File: src/design/ccr_pkg.sv
// Purpose: Constants for the C-channel control and diagnostics register bank.
// Assumes: Bit 0 of a C-channel byte is its first bit, stored at index 0.
// Notes: Shared by the register bank and the tied-input detector.
package ccr_pkg;

  // ----------------------------------------------------------------
  // Register select in bits 1:0 of each C-channel byte
  // ----------------------------------------------------------------
  localparam logic [1:0] SEL_CONTROL = 2'h0;
  // Bit 0 low and bit 1 high select the diagnostics register
  localparam logic [1:0] SEL_DIAG = 2'h2;

  // ----------------------------------------------------------------
  // Control register fields
  // ----------------------------------------------------------------
  localparam int CTL_RETAIN = 2;
  localparam int CTL_RATE = 3;
  localparam int CTL_INBEARER = 4;
  localparam int CTL_PSHAPE = 5;
  localparam int CTL_FAST = 6;
  localparam int CTL_TX_HOUSEKEEPING_BIT = 7;

  // ----------------------------------------------------------------
  // Diagnostics register fields
  // ----------------------------------------------------------------
  localparam int DIAG_LOOP_LO = 2;
  localparam int DIAG_UNFRAMED = 4;
  localparam int DIAG_POLY = 5;
  localparam int DIAG_LINE_OFF = 6;
  localparam int DIAG_UNUSED = 7;

  // ----------------------------------------------------------------
  // Default-mode shortcut and register values
  // ----------------------------------------------------------------
  localparam logic [3:0] DEFAULT_KEY = 4'hf;
  localparam int DEFAULT_SEL_BIT = 3;
  localparam logic [7:0] CTL_RESET = 8'h00;
  localparam logic [7:0] CTL_DEFAULT_LOW = 8'h00;
  localparam logic [7:0] CTL_DEFAULT_HIGH = 8'h08;
  localparam logic [7:0] DIAG_DEFAULT = 8'h02;
  localparam logic [7:0] DIAG_CLEARED = 8'h02;

  // ----------------------------------------------------------------
  // D-channel carriage masks
  // ----------------------------------------------------------------
  localparam logic [7:0] DMASK_LOW = 8'h01;
  localparam logic [7:0] DMASK_HIGH = 8'h03;
  localparam logic [7:0] DMASK_FULL = 8'hff;

  // ----------------------------------------------------------------
  // Echo canceller step size, as a right shift of the update term
  // ----------------------------------------------------------------
  localparam logic [3:0] ADAPT_SHIFT_FAST = 4'h2;
  localparam logic [3:0] ADAPT_SHIFT_NORMAL = 4'h6;

  // ----------------------------------------------------------------
  // Tied control input: whole frames of constant level before use
  // ----------------------------------------------------------------
  localparam logic [2:0] TIE_FRAMES = 3'h2;

  // Loopback path codes
  typedef enum logic [1:0] {
    CCR_LOOP_OFF = 2'b00,
    CCR_LOOP_DATA = 2'b01,
    CCR_LOOP_LINE = 2'b10,
    CCR_LOOP_OTHER = 2'b11
  } ccr_loop_e;

endpackage : ccr_pkg

File: src/design/ccr_tie_detect.sv
// Purpose: Detects a control serial input held at one level for whole frames.
// Assumes: The pin is asynchronous; the frame pulse is on clk_sys_i.
// Notes: Any accepted change drops the tied indication at once.
`timescale 1ns/1ps
`default_nettype none
module ccr_tie_detect (
  input wire logic clk_sys_i,
  input wire logic reset_i,
  input wire logic pin_i,
  input wire logic frame_pulse_i,
  output logic tied_o,
  output logic tied_level_o
);

  logic s1_r;
  logic s2_r;
  logic s3_r;
  logic level_r;
  logic moved_r;
  logic [2:0] frames_r;

  // ----------------------------------------------------------------
  // Three-flop synchroniser and accepted level
  // ----------------------------------------------------------------
  always_ff @(posedge clk_sys_i) begin
    if (reset_i) begin
      s1_r <= 1'b0;
      s2_r <= 1'b0;
      s3_r <= 1'b0;
      level_r <= 1'b0;
    end else begin
      s1_r <= pin_i;
      s2_r <= s1_r;
      s3_r <= s2_r;
      if (s2_r == s3_r) begin
        level_r <= s3_r;
      end
    end
  end

  // Notes any accepted change within the current frame; a change wins over the pulse
  always_ff @(posedge clk_sys_i) begin
    if (reset_i) begin
      moved_r <= 1'b0;
    end else if (s2_r == s3_r && s3_r != level_r) begin
      moved_r <= 1'b1;
    end else if (frame_pulse_i) begin
      moved_r <= 1'b0;
    end
  end

  // Counts quiet frames, saturating at the threshold
  always_ff @(posedge clk_sys_i) begin
    if (reset_i) begin
      frames_r <= 3'h0;
    end else if (s2_r == s3_r && s3_r != level_r) begin
      frames_r <= 3'h0;
    end else if (frame_pulse_i) begin
      if (moved_r) begin
        frames_r <= 3'h0;
      end else if (frames_r != ccr_pkg::TIE_FRAMES) begin
        frames_r <= frames_r + 3'h1;
      end
    end
  end

  assign tied_o = (frames_r == ccr_pkg::TIE_FRAMES);
  assign tied_level_o = level_r;

endmodule : ccr_tie_detect
`default_nettype wire

File: src/design/ccr_regs.sv
// Purpose: Write-only control and diagnostics registers fed by C-channel bytes.
// Assumes: The serial port delivers each received C-channel byte as one strobe.
// Notes: Bytes wait in staging and take effect at the next frame pulse.
`timescale 1ns/1ps
`default_nettype none

// Behaviour
// RULE_01 - Byte bits 1:0 equal 00 write control; 01 write diagnostics.
// RULE_02 - Retain bit 0 clears diagnostics at each frame pulse; 1 keeps them.
// RULE_03 - Controller rewrites diagnostics each frame to keep features alive.
// RULE_04 - In-bearer bit carries all eight D bits in the first bearer slot.
// RULE_05 - Rate bit 0 selects 80 kbit/s, 1 selects 160 kbit/s.
// RULE_06 - Fast-converge bit 1 makes the echo canceller adapt faster.
// RULE_07 - Fast-converge bit 0 keeps the ordinary adaptation rate.
// RULE_08 - At 160 kbit/s controller holds fast-converge for 240 frames.
// RULE_09 - At 80 kbit/s controller holds fast-converge for 480 frames.
// RULE_10 - Bits 7:4 all ones select a default mode chosen by bit 3.
// RULE_11 - Default mode one: control 00, diagnostics all features off.
// RULE_12 - Default mode two: control high rate only, diagnostics off.
// RULE_13 - Dual port with control input tied low gives default mode one.
// RULE_14 - Dual port with control input tied high gives default mode two.
// RULE_15 - Diagnostics bits 3:2 pick loopback: off, data, line, other.
// RULE_16 - Poly-exchange bit swaps scrambler and descrambler polynomials.
// RULE_17 - Line-out-disable bit holds the line output at bias level.
// RULE_18 - Controller writes diagnostics bit 7 as zero.
module ccr_regs (
  input wire logic clk_sys_i,
  input wire logic reset_i,
  input wire logic frame_pulse_i,
  input wire logic [7:0] cbyte_i,
  input wire logic cbyte_valid_i,
  input wire logic dual_port_mode_i,
  input wire logic control_serial_input_i,
  output logic line_rate_select_o,
  output logic diag_reset_retain_o,
  output logic signalling_in_bearer_o,
  output logic pulse_shaping_enable_o,
  output logic fast_converge_o,
  output logic tx_housekeeping_bit_o,
  output logic [7:0] dchan_carry_mask_o,
  output logic [3:0] adapt_shift_o,
  output logic [1:0] loopback_mode_o,
  output logic loop_data_o,
  output logic loop_line_o,
  output logic loop_other_o,
  output logic forced_unframed_o,
  output logic poly_exchange_o,
  output logic scrambler_poly_alt_o,
  output logic descrambler_poly_alt_o,
  output logic line_out_disable_o,
  output logic default_mode_o
);

  logic [7:0] ctl_r;
  logic [7:0] diag_r;
  logic [7:0] ctl_stage_r;
  logic [7:0] diag_stage_r;
  logic ctl_pend_r;
  logic diag_pend_r;
  logic dflt_pend_r;
  logic dflt_high_r;
  logic default_r;
  logic dp_s1_r;
  logic dp_s2_r;
  logic dp_s3_r;
  logic dual_r;
  logic tied;
  logic tied_level;
  logic tie_default;
  logic [1:0] sel;
  logic is_default_key;

  // ----------------------------------------------------------------
  // Decode helpers
  // ----------------------------------------------------------------

  // Control image for a default mode
  function automatic logic [7:0] default_ctl(input logic high);
    default_ctl = high ? ccr_pkg::CTL_DEFAULT_HIGH : ccr_pkg::CTL_DEFAULT_LOW;
  endfunction : default_ctl

  // Bits 7:4 all ones mark the default-mode shortcut
  function automatic logic key_match(input logic [7:0] b);
    key_match = (b[7:4] == ccr_pkg::DEFAULT_KEY);
  endfunction : key_match

  assign sel = cbyte_i[1:0];
  assign is_default_key = key_match(cbyte_i);

  // ----------------------------------------------------------------
  // Dual-port strap and tied control input
  // ----------------------------------------------------------------

  // Three-flop synchroniser for the mode strap
  always_ff @(posedge clk_sys_i) begin
    if (reset_i) begin
      dp_s1_r <= 1'b0;
      dp_s2_r <= 1'b0;
      dp_s3_r <= 1'b0;
      dual_r <= 1'b0;
    end else begin
      dp_s1_r <= dual_port_mode_i;
      dp_s2_r <= dp_s1_r;
      dp_s3_r <= dp_s2_r;
      if (dp_s2_r == dp_s3_r) begin
        dual_r <= dp_s3_r;
      end
    end
  end

  ccr_tie_detect u_tie (
    .clk_sys_i(clk_sys_i),
    .reset_i(reset_i),
    .pin_i(control_serial_input_i),
    .frame_pulse_i(frame_pulse_i),
    .tied_o(tied),
    .tied_level_o(tied_level)
  );

  // Tied low or high forces the matching default
  assign tie_default = dual_r && tied; // RULE_13 RULE_14

  // ----------------------------------------------------------------
  // Staging of received bytes until the frame pulse
  // ----------------------------------------------------------------

  // Routes each byte by its select bits; other patterns are dropped
  always_ff @(posedge clk_sys_i) begin
    if (reset_i) begin
      ctl_pend_r <= 1'b0;
      diag_pend_r <= 1'b0;
      dflt_pend_r <= 1'b0;
    end else begin
      // The pulse empties staging; a byte in that cycle waits for the next pulse
      if (frame_pulse_i) begin
        ctl_pend_r <= 1'b0;
        diag_pend_r <= 1'b0;
        dflt_pend_r <= 1'b0;
      end
      if (cbyte_valid_i) begin
        if ((sel == ccr_pkg::SEL_CONTROL || sel == ccr_pkg::SEL_DIAG) && is_default_key) begin
          dflt_pend_r <= 1'b1; // RULE_10
        end else if (sel == ccr_pkg::SEL_CONTROL) begin
          ctl_pend_r <= 1'b1; // RULE_01
        end else if (sel == ccr_pkg::SEL_DIAG) begin
          diag_pend_r <= 1'b1; // RULE_01
        end
      end
    end
  end

  // Holds the last byte of each kind seen this frame
  always_ff @(posedge clk_sys_i) begin
    if (reset_i) begin
      ctl_stage_r <= ccr_pkg::CTL_RESET;
      diag_stage_r <= ccr_pkg::DIAG_CLEARED;
      dflt_high_r <= 1'b0;
    end else if (cbyte_valid_i) begin
      if (is_default_key && (sel == ccr_pkg::SEL_CONTROL || sel == ccr_pkg::SEL_DIAG)) begin
        dflt_high_r <= cbyte_i[ccr_pkg::DEFAULT_SEL_BIT]; // RULE_10
      end else if (sel == ccr_pkg::SEL_CONTROL) begin
        ctl_stage_r <= cbyte_i;
      end else if (sel == ccr_pkg::SEL_DIAG) begin
        diag_stage_r <= cbyte_i;
      end
    end
  end

  // ----------------------------------------------------------------
  // Register update at the frame pulse
  // ----------------------------------------------------------------

  // Control register: tie default, then shortcut, then plain write
  always_ff @(posedge clk_sys_i) begin
    if (reset_i) begin
      ctl_r <= ccr_pkg::CTL_RESET;
      default_r <= 1'b0;
    end else if (frame_pulse_i) begin
      if (tie_default) begin
        ctl_r <= default_ctl(tied_level); // RULE_13 RULE_14
        default_r <= 1'b1;
      end else if (dflt_pend_r) begin
        ctl_r <= default_ctl(dflt_high_r); // RULE_11 RULE_12
        default_r <= 1'b1;
      end else if (ctl_pend_r) begin
        ctl_r <= ctl_stage_r;
        default_r <= 1'b0;
      end
    end
  end

  // Diagnostics: default value on any default load, else loaded when written, else cleared unless retained
  always_ff @(posedge clk_sys_i) begin
    if (reset_i) begin
      diag_r <= ccr_pkg::DIAG_CLEARED;
    end else if (frame_pulse_i) begin
      if (tie_default || dflt_pend_r) begin
        diag_r <= ccr_pkg::DIAG_DEFAULT; // RULE_11 RULE_12
      end else if (diag_pend_r) begin
        diag_r <= diag_stage_r; // RULE_03
      end else if (!ctl_r[ccr_pkg::CTL_RETAIN]) begin
        diag_r <= ccr_pkg::DIAG_CLEARED; // RULE_02
      end
    end
  end

  // ----------------------------------------------------------------
  // Control outputs
  // ----------------------------------------------------------------
  assign line_rate_select_o = ctl_r[ccr_pkg::CTL_RATE]; // RULE_05
  assign diag_reset_retain_o = ctl_r[ccr_pkg::CTL_RETAIN];
  assign signalling_in_bearer_o = ctl_r[ccr_pkg::CTL_INBEARER];
  assign pulse_shaping_enable_o = ctl_r[ccr_pkg::CTL_PSHAPE];
  assign fast_converge_o = ctl_r[ccr_pkg::CTL_FAST];
  assign tx_housekeeping_bit_o = ctl_r[ccr_pkg::CTL_TX_HOUSEKEEPING_BIT];
  assign default_mode_o = default_r;

  // D bits carried: one at low rate, two at high, all eight in bearer
  assign dchan_carry_mask_o = ctl_r[ccr_pkg::CTL_INBEARER] ? ccr_pkg::DMASK_FULL : // RULE_04
    (ctl_r[ccr_pkg::CTL_RATE] ? ccr_pkg::DMASK_HIGH : ccr_pkg::DMASK_LOW);

  // Smaller shift means a larger adaptation step
  assign adapt_shift_o = ctl_r[ccr_pkg::CTL_FAST] ? ccr_pkg::ADAPT_SHIFT_FAST : // RULE_06
    ccr_pkg::ADAPT_SHIFT_NORMAL; // RULE_07

  // ----------------------------------------------------------------
  // Diagnostics outputs; bit 7 is never used
  // ----------------------------------------------------------------
  // Loop code is read bit 2 first, so bit 2 is its high digit
  assign loopback_mode_o = {diag_r[ccr_pkg::DIAG_LOOP_LO], diag_r[ccr_pkg::DIAG_LOOP_LO + 1]}; // RULE_15
  assign loop_data_o = (loopback_mode_o == ccr_pkg::CCR_LOOP_DATA); // RULE_15
  assign loop_line_o = (loopback_mode_o == ccr_pkg::CCR_LOOP_LINE); // RULE_15
  assign loop_other_o = (loopback_mode_o == ccr_pkg::CCR_LOOP_OTHER); // RULE_15
  assign forced_unframed_o = diag_r[ccr_pkg::DIAG_UNFRAMED];
  assign poly_exchange_o = diag_r[ccr_pkg::DIAG_POLY];
  assign scrambler_poly_alt_o = diag_r[ccr_pkg::DIAG_POLY]; // RULE_16
  assign descrambler_poly_alt_o = diag_r[ccr_pkg::DIAG_POLY]; // RULE_16
  assign line_out_disable_o = diag_r[ccr_pkg::DIAG_LINE_OFF]; // RULE_17

  // ----------------------------------------------------------------
  // Checks
  // ----------------------------------------------------------------

  // Plain control write lands at the next frame pulse
  ctl_write_a: assert property (@(posedge clk_sys_i) disable iff (reset_i) // RULE_01
    (cbyte_valid_i && cbyte_i[1:0] == 2'h0 && cbyte_i[7:4] != 4'hf && !frame_pulse_i)
    ##1 (!cbyte_valid_i && !frame_pulse_i && !tie_default) [*1] ##1
    (frame_pulse_i && !tie_default && !dflt_pend_r && !cbyte_valid_i)
    |=> (ctl_r == $past(cbyte_i, 3)))
    else $error("control write not applied at frame pulse");

  // Unwritten diagnostics clear at the frame pulse when not retained
  diag_clear_a: assert property (@(posedge clk_sys_i) disable iff (reset_i) // RULE_02
    (frame_pulse_i && !ctl_r[2] && !diag_pend_r && !dflt_pend_r && !tie_default)
    |=> (diag_r == 8'h02))
    else $error("diagnostics not cleared at frame pulse");

  // Retained diagnostics keep their value across an idle frame pulse
  diag_retain_a: assert property (@(posedge clk_sys_i) disable iff (reset_i) // RULE_02
    (frame_pulse_i && ctl_r[2] && !diag_pend_r && !dflt_pend_r && !tie_default)
    |=> $stable(diag_r))
    else $error("retained diagnostics changed");

  // D-channel mask tracks rate and in-bearer bits
  dchan_mask_a: assert property (@(posedge clk_sys_i) disable iff (reset_i) // RULE_04
    dchan_carry_mask_o == (ctl_r[4] ? 8'hff : (ctl_r[3] ? 8'h03 : 8'h01)))
    else $error("D-channel mask wrong");

  // Adaptation shift drops when the fast-converge bit rises
  adapt_step_a: assert property (@(posedge clk_sys_i) disable iff (reset_i) // RULE_06 RULE_07
    $rose(fast_converge_o) |-> (adapt_shift_o < $past(adapt_shift_o)))
    else $error("fast converge did not speed adaptation");

  // Shortcut byte loads a default pair at the frame pulse
  default_load_a: assert property (@(posedge clk_sys_i) disable iff (reset_i) // RULE_10 RULE_11 RULE_12
    (frame_pulse_i && dflt_pend_r && !tie_default)
    |=> (diag_r == 8'h02 && ctl_r == ($past(dflt_high_r) ? 8'h08 : 8'h00) && default_mode_o))
    else $error("default mode not loaded");

  // A tied control input in dual-port operation forces its default
  tie_default_a: assert property (@(posedge clk_sys_i) disable iff (reset_i) // RULE_13 RULE_14
    (frame_pulse_i && dual_r && tied)
    |=> (ctl_r == ($past(tied_level) ? 8'h08 : 8'h00) && diag_r == 8'h02))
    else $error("tied input default not applied");

  // Exactly one loopback path at most
  loop_onehot_a: assert property (@(posedge clk_sys_i) disable iff (reset_i) // RULE_15
    $countones({loop_data_o, loop_line_o, loop_other_o}) == (diag_r[3:2] != 2'b00))
    else $error("loopback decode wrong");

  // Both polynomials swap together, and only with the exchange bit
  poly_swap_a: assert property (@(posedge clk_sys_i) disable iff (reset_i) // RULE_16
    (scrambler_poly_alt_o == descrambler_poly_alt_o) && (scrambler_poly_alt_o == diag_r[5]))
    else $error("polynomial swap inconsistent");

  // Line output disable only changes at a frame pulse
  line_off_a: assert property (@(posedge clk_sys_i) disable iff (reset_i) // RULE_17
    !$past(frame_pulse_i) |-> $stable(line_out_disable_o))
    else $error("line disable changed between frames");

  // Any default load raises the default flag
  default_flag_a: assert property (@(posedge clk_sys_i) disable iff (reset_i) // RULE_10 RULE_13
    (frame_pulse_i && (tie_default || dflt_pend_r)) |=> default_mode_o)
    else $error("default flag not raised");

  // A plain control write carries its rate bit to the rate output
  rate_load_a: assert property (@(posedge clk_sys_i) disable iff (reset_i) // RULE_05
    (frame_pulse_i && ctl_pend_r && !dflt_pend_r && !tie_default)
    |=> (ctl_r == $past(ctl_stage_r) && line_rate_select_o == ctl_r[3] && !default_mode_o))
    else $error("line rate not loaded");

endmodule : ccr_regs
`default_nettype wire

File: config.mk
export PLATFORM = sky130hd
export DESIGN_NAME = ccr_regs
export DESIGN_NICKNAME = d
export VERILOG_FILES = /design/src/design/ccr_pkg.sv /design/src/design/ccr_tie_detect.sv /design/src/design/ccr_regs.sv
export SDC_FILE = /design/constraint.sdc
export NUM_CORES = 1
export LEC_CHECK = 0
export ABC_AREA = 0
export BUFFER_PORTS_ARGS = -buffer_cell sky130_fd_sc_hd__buf_2
export CORE_MARGIN = 3
export CORE_UTILIZATION = 56
export DETAILED_ROUTE_END_ITERATION = 6
export PLACE_DENSITY = 0.86
export SLEW_MARGIN = 10
export SYNTH_ARGS = -nofsm -noshare
export SYNTH_HDL_FRONTEND = slang
export SYNTH_SLANG_ARGS = --single-unit
File: constraint.sdc
create_clock -name clk_sys_i -period 2.9 [get_ports clk_sys_i]
set_input_delay 0.145 -clock clk_sys_i [delete_from_list [all_inputs] [get_ports clk_sys_i]]
set_output_delay 0.145 -clock clk_sys_i [all_outputs]
set_load 0.005 [all_outputs]
==> metrics.yaml <==
setup_path:
  crit_type: "reg2reg"
  timing.reg2reg.setup_slack_ps: 1220
  crit_path_max_fanout: 6
  end_kind: "register"
  path_buf_inv: 1
  cp_slowest_cell: "o41ai_4"
  crit_path_cell_trace: "inv_1, ha_1, and3b_4, o41ai_4, mux2i_1"
  start_kind: "register"
  critPathArrivalTime_ps: 1950
  cp_top_family: "compound AO/OA/AOI/OAI gates"
  slowest_stage_delay_cp_ps: 440
  data_required_time_of_the_critical_path_ps: 3180
sta:
  rsz0062_at_grt: "false"
  finalSetupViolations: 0
  fin_skew_ps: 6.90
  minimum_period_implied_by_the_final_worst_setup_slack_ps: 1680
  hold_ws_ps: 14.4
  worst_pin_slew_ps: 524
  timing.final.max_slew_violations: 0
  post-route-period-util_pct: 57.8
  totalNegativeSetupSlack_ps: 0
  slew_headroom_pct: 65.0
  timing_hold_violations_final: 0
  fmaxAchievable_mhz: 597
final_layout:
  multi_input_gate_area_in_the_final_layout_um2: 792
  area_growth_syn_to_layout_pct: 11.9
  diodes: 0
  final-seq-area_um2: 781
  layout-drive-gt1-share_pct: 26.1
  n_fill_cell: 246
  nets: 233
place:
  hpwlAfterDp_mm: 2.42
  place_congestion: 0.765
  port_buffers: 38
clocking:
  clk-insertion-delay-late_ps: 340
  ctsRootBufferMaster: "clkbuf_4"
  cts-buffers-inserted: 5
  postCtsHoldBufs: 1
  cts_buffer_depth: 2
  htree_levels: 2
  ctsResizeCount: 0
  tritoncts: "built"
  cts.repair_timing.setup_buffer_count: 0
  numClockSinks: 39
  path_clk_slew_ps: 110
floorplan:
  die_w_um: 61.5
  floorplan.initialDensity_pct: 60.5
  dieHeight_um: 61.5
  io_pins: 43
  core_region_area_um2: 2850
  num_rows: 19
  die_area_um2: 3790
synthesis:
  sequential_share_of_the_synthesized_area_pct: 45.2
  netlist.area_leader.share_pct: 45.2
  synth_area_um2: 1730
  synthTopCellsByArea: "dfxtp_1, buf_4, nand2_1"
  synth-seq-cells: 39
  synthesis.instances: 190
  synthDominantAreaCellType: "dfxtp_1"
  syn-mean-instance-area_um2: 9.09
  synth.lib_cells_used.distinct: 43
  yosys_warnings: 0
power_and_ir_drop:
  power-per-cell-area_nw_per_um2: 524
  ir_worst_vdd_uv: 369
  leakage_nw: 0.805
detailed_routing:
  post-route-drc-count: 0
  avgViaCountPerCell: 5.56
  route.vias.total: 1385
  detail_route.iter0.violations: 58
  firstDrtPassIters: 4
  ant_nets: 0
  post_detailed_route_wirelength_per_cell_um: 13.0
  finalWirelength_mm: 3.24
grt:
  grt_max_degree: 29
  grt_usage_pct: 19.6
  antenna_violations_before_repair: 0
  global_route.overflow_total: 0
  grt_first_pass_wirelength_mm: 5.44
  first_global_vias: 1219
hold_path:
  hold_path.class: "in2reg"
flow_run:
  maxCapViolations: 0
run_status:
  run_status: "finished, final reports clean"
synth_stat cells:
library cell,count
a211o_1,1
a211oi_1,1
a21bo_2,1
a21o_1,2
a21oi_1,14
a22oi_1,2
a311oi_1,1
a31oi_1,1
and2_1,1
and3b_1,1
and3b_4,1
and4_1,1
buf_1,2
buf_2,3
buf_4,12
clkbuf_1,4
clkinv_1,1
conb_1,2
dfxtp_1,39
ha_1,2
inv_1,8
mux2i_1,5
nand2_1,19
nand2b_1,1
nand3_1,12
nand3b_1,3
nand4_1,1
nand4b_1,1
nor2_1,5
nor2_4,1
nor2b_1,11
nor3_1,2
nor3b_1,2
o2111ai_1,1
o21a_1,1
o21ai_0,9
o221a_2,4
o32ai_1,6
o41ai_4,1
or2_2,1
or3_1,1
or3b_1,1
or3b_2,2
path summary, 6_finish.rpt:
check                           endpoint  depth (start not counted)                      startpoint
hold / removal     u_tie.s1_r$_SDFF_PP0_                          2          control_serial_input_i
setup / recovery  diag_r[4]$_SDFFE_PP0P_                          5  u_tie.frames_r[0]$_SDFFE_PP0P_
hold reg to reg    u_tie.s2_r$_SDFF_PP0_                          1           u_tie.s1_r$_SDFF_PP0_
setup reg to reg  diag_r[4]$_SDFFE_PP0P_                          5  u_tie.frames_r[0]$_SDFFE_PP0P_
worst reg2reg max path: stages (launching register included):
cell and delay [ps]:
dfxtp_1 350, inv_1 70, ha_1 260, and3b_4 240, o41ai_4 440, mux2i_1 240
per-stage QoR:
step / total power [mW] / setup slack [ps] / cell area [µm²] / std cells / util [%]
6_report: 1.01 / 1220 / 1930 / 249 / 67.7
5_1_grt: 1.05 / 1100 / 1930 / 249 / 67.7
4_1_cts: 1.02 / 1220 / 1930 / 249 / 67.7
3_5_place_dp: 0.648 / 1240 / 1840 / 240 / 64.3
3_3_place_gp: 0.646 / 1280 / 1840 / 240 / 64.3
2_1_floorplan: 0.629 / 1410 / 1730 / 192 / -
report_power, final:
part	switching, mW	leakage (nW)	internal (mW)
clock network	0.171	0.0482	0.204
logic	0.0446	0.439	0.0326
registers	0.00986	0.317	0.551
total	0.225	0.805	0.787
logic make-up (layout without fill, tap and decap cells):
family                     count (synthesis)  after routing  share of synthesized area [%]
adders and majority gates                  2              2                           1.45
and+or+nand+nor                           67             67                           21.7
AOI/OAI and AO/OA                         45             45                           19.0
buffers and inverters                     30             56                           9.35
muxes                                      5              5                           2.90
other                                      2              4                          0.435
DFF                                       39             39                           45.2
sequential cells by signal, summed over array words and instances, names as in the netlist, 3 cells and up:
register        flops
ctl_r               6
ctl_stage_r         6
diag_r              5
diag_stage_r        5
u_tie.frames_r      3
per-layer routing:
metal / wire length (µm) / GRT usage [%] / vias to the layer above
met1: 1540 / 26.7 / 625
met3: 225 / 4.40 / 7
met2: 1420 / 28.8 / 43
met4: 61 / 10.0 / 0
li1: - / - / 710
met5: 0 / 0 / -
cells in the final DEF, fill, tap and decap left out, types with 2 or more instances in the layout:
master,instances
a21o_1,2
a21oi_1,14
a22oi_1,2
buf_2,38
clkbuf_4,5
conb_1,4
dfxtp_1,39
ha_1,2
inv_1,8
mux2i_1,5
nand2_1,19
nand3_1,12
nand3b_1,3
nor2_1,5
nor2b_1,11
nor3_1,2
nor3b_1,2
o21ai_0,9
o221a_2,4
o32ai_1,6
or3b_2,2
area by class of cell:
cell class | count | share of cell area [%]
Clock buffer | 6 | 2.66
Inverter | 9 | 1.75
Sequential cell | 39 | 40.4
Tap cell | 31 | 2.01
Clock inverter | 2 | 1.81
Timing Repair Buffer | 39 | 10.4
Multi-Input combinational cell | 123 | 41.0
(Power assumes the default switching activity.)
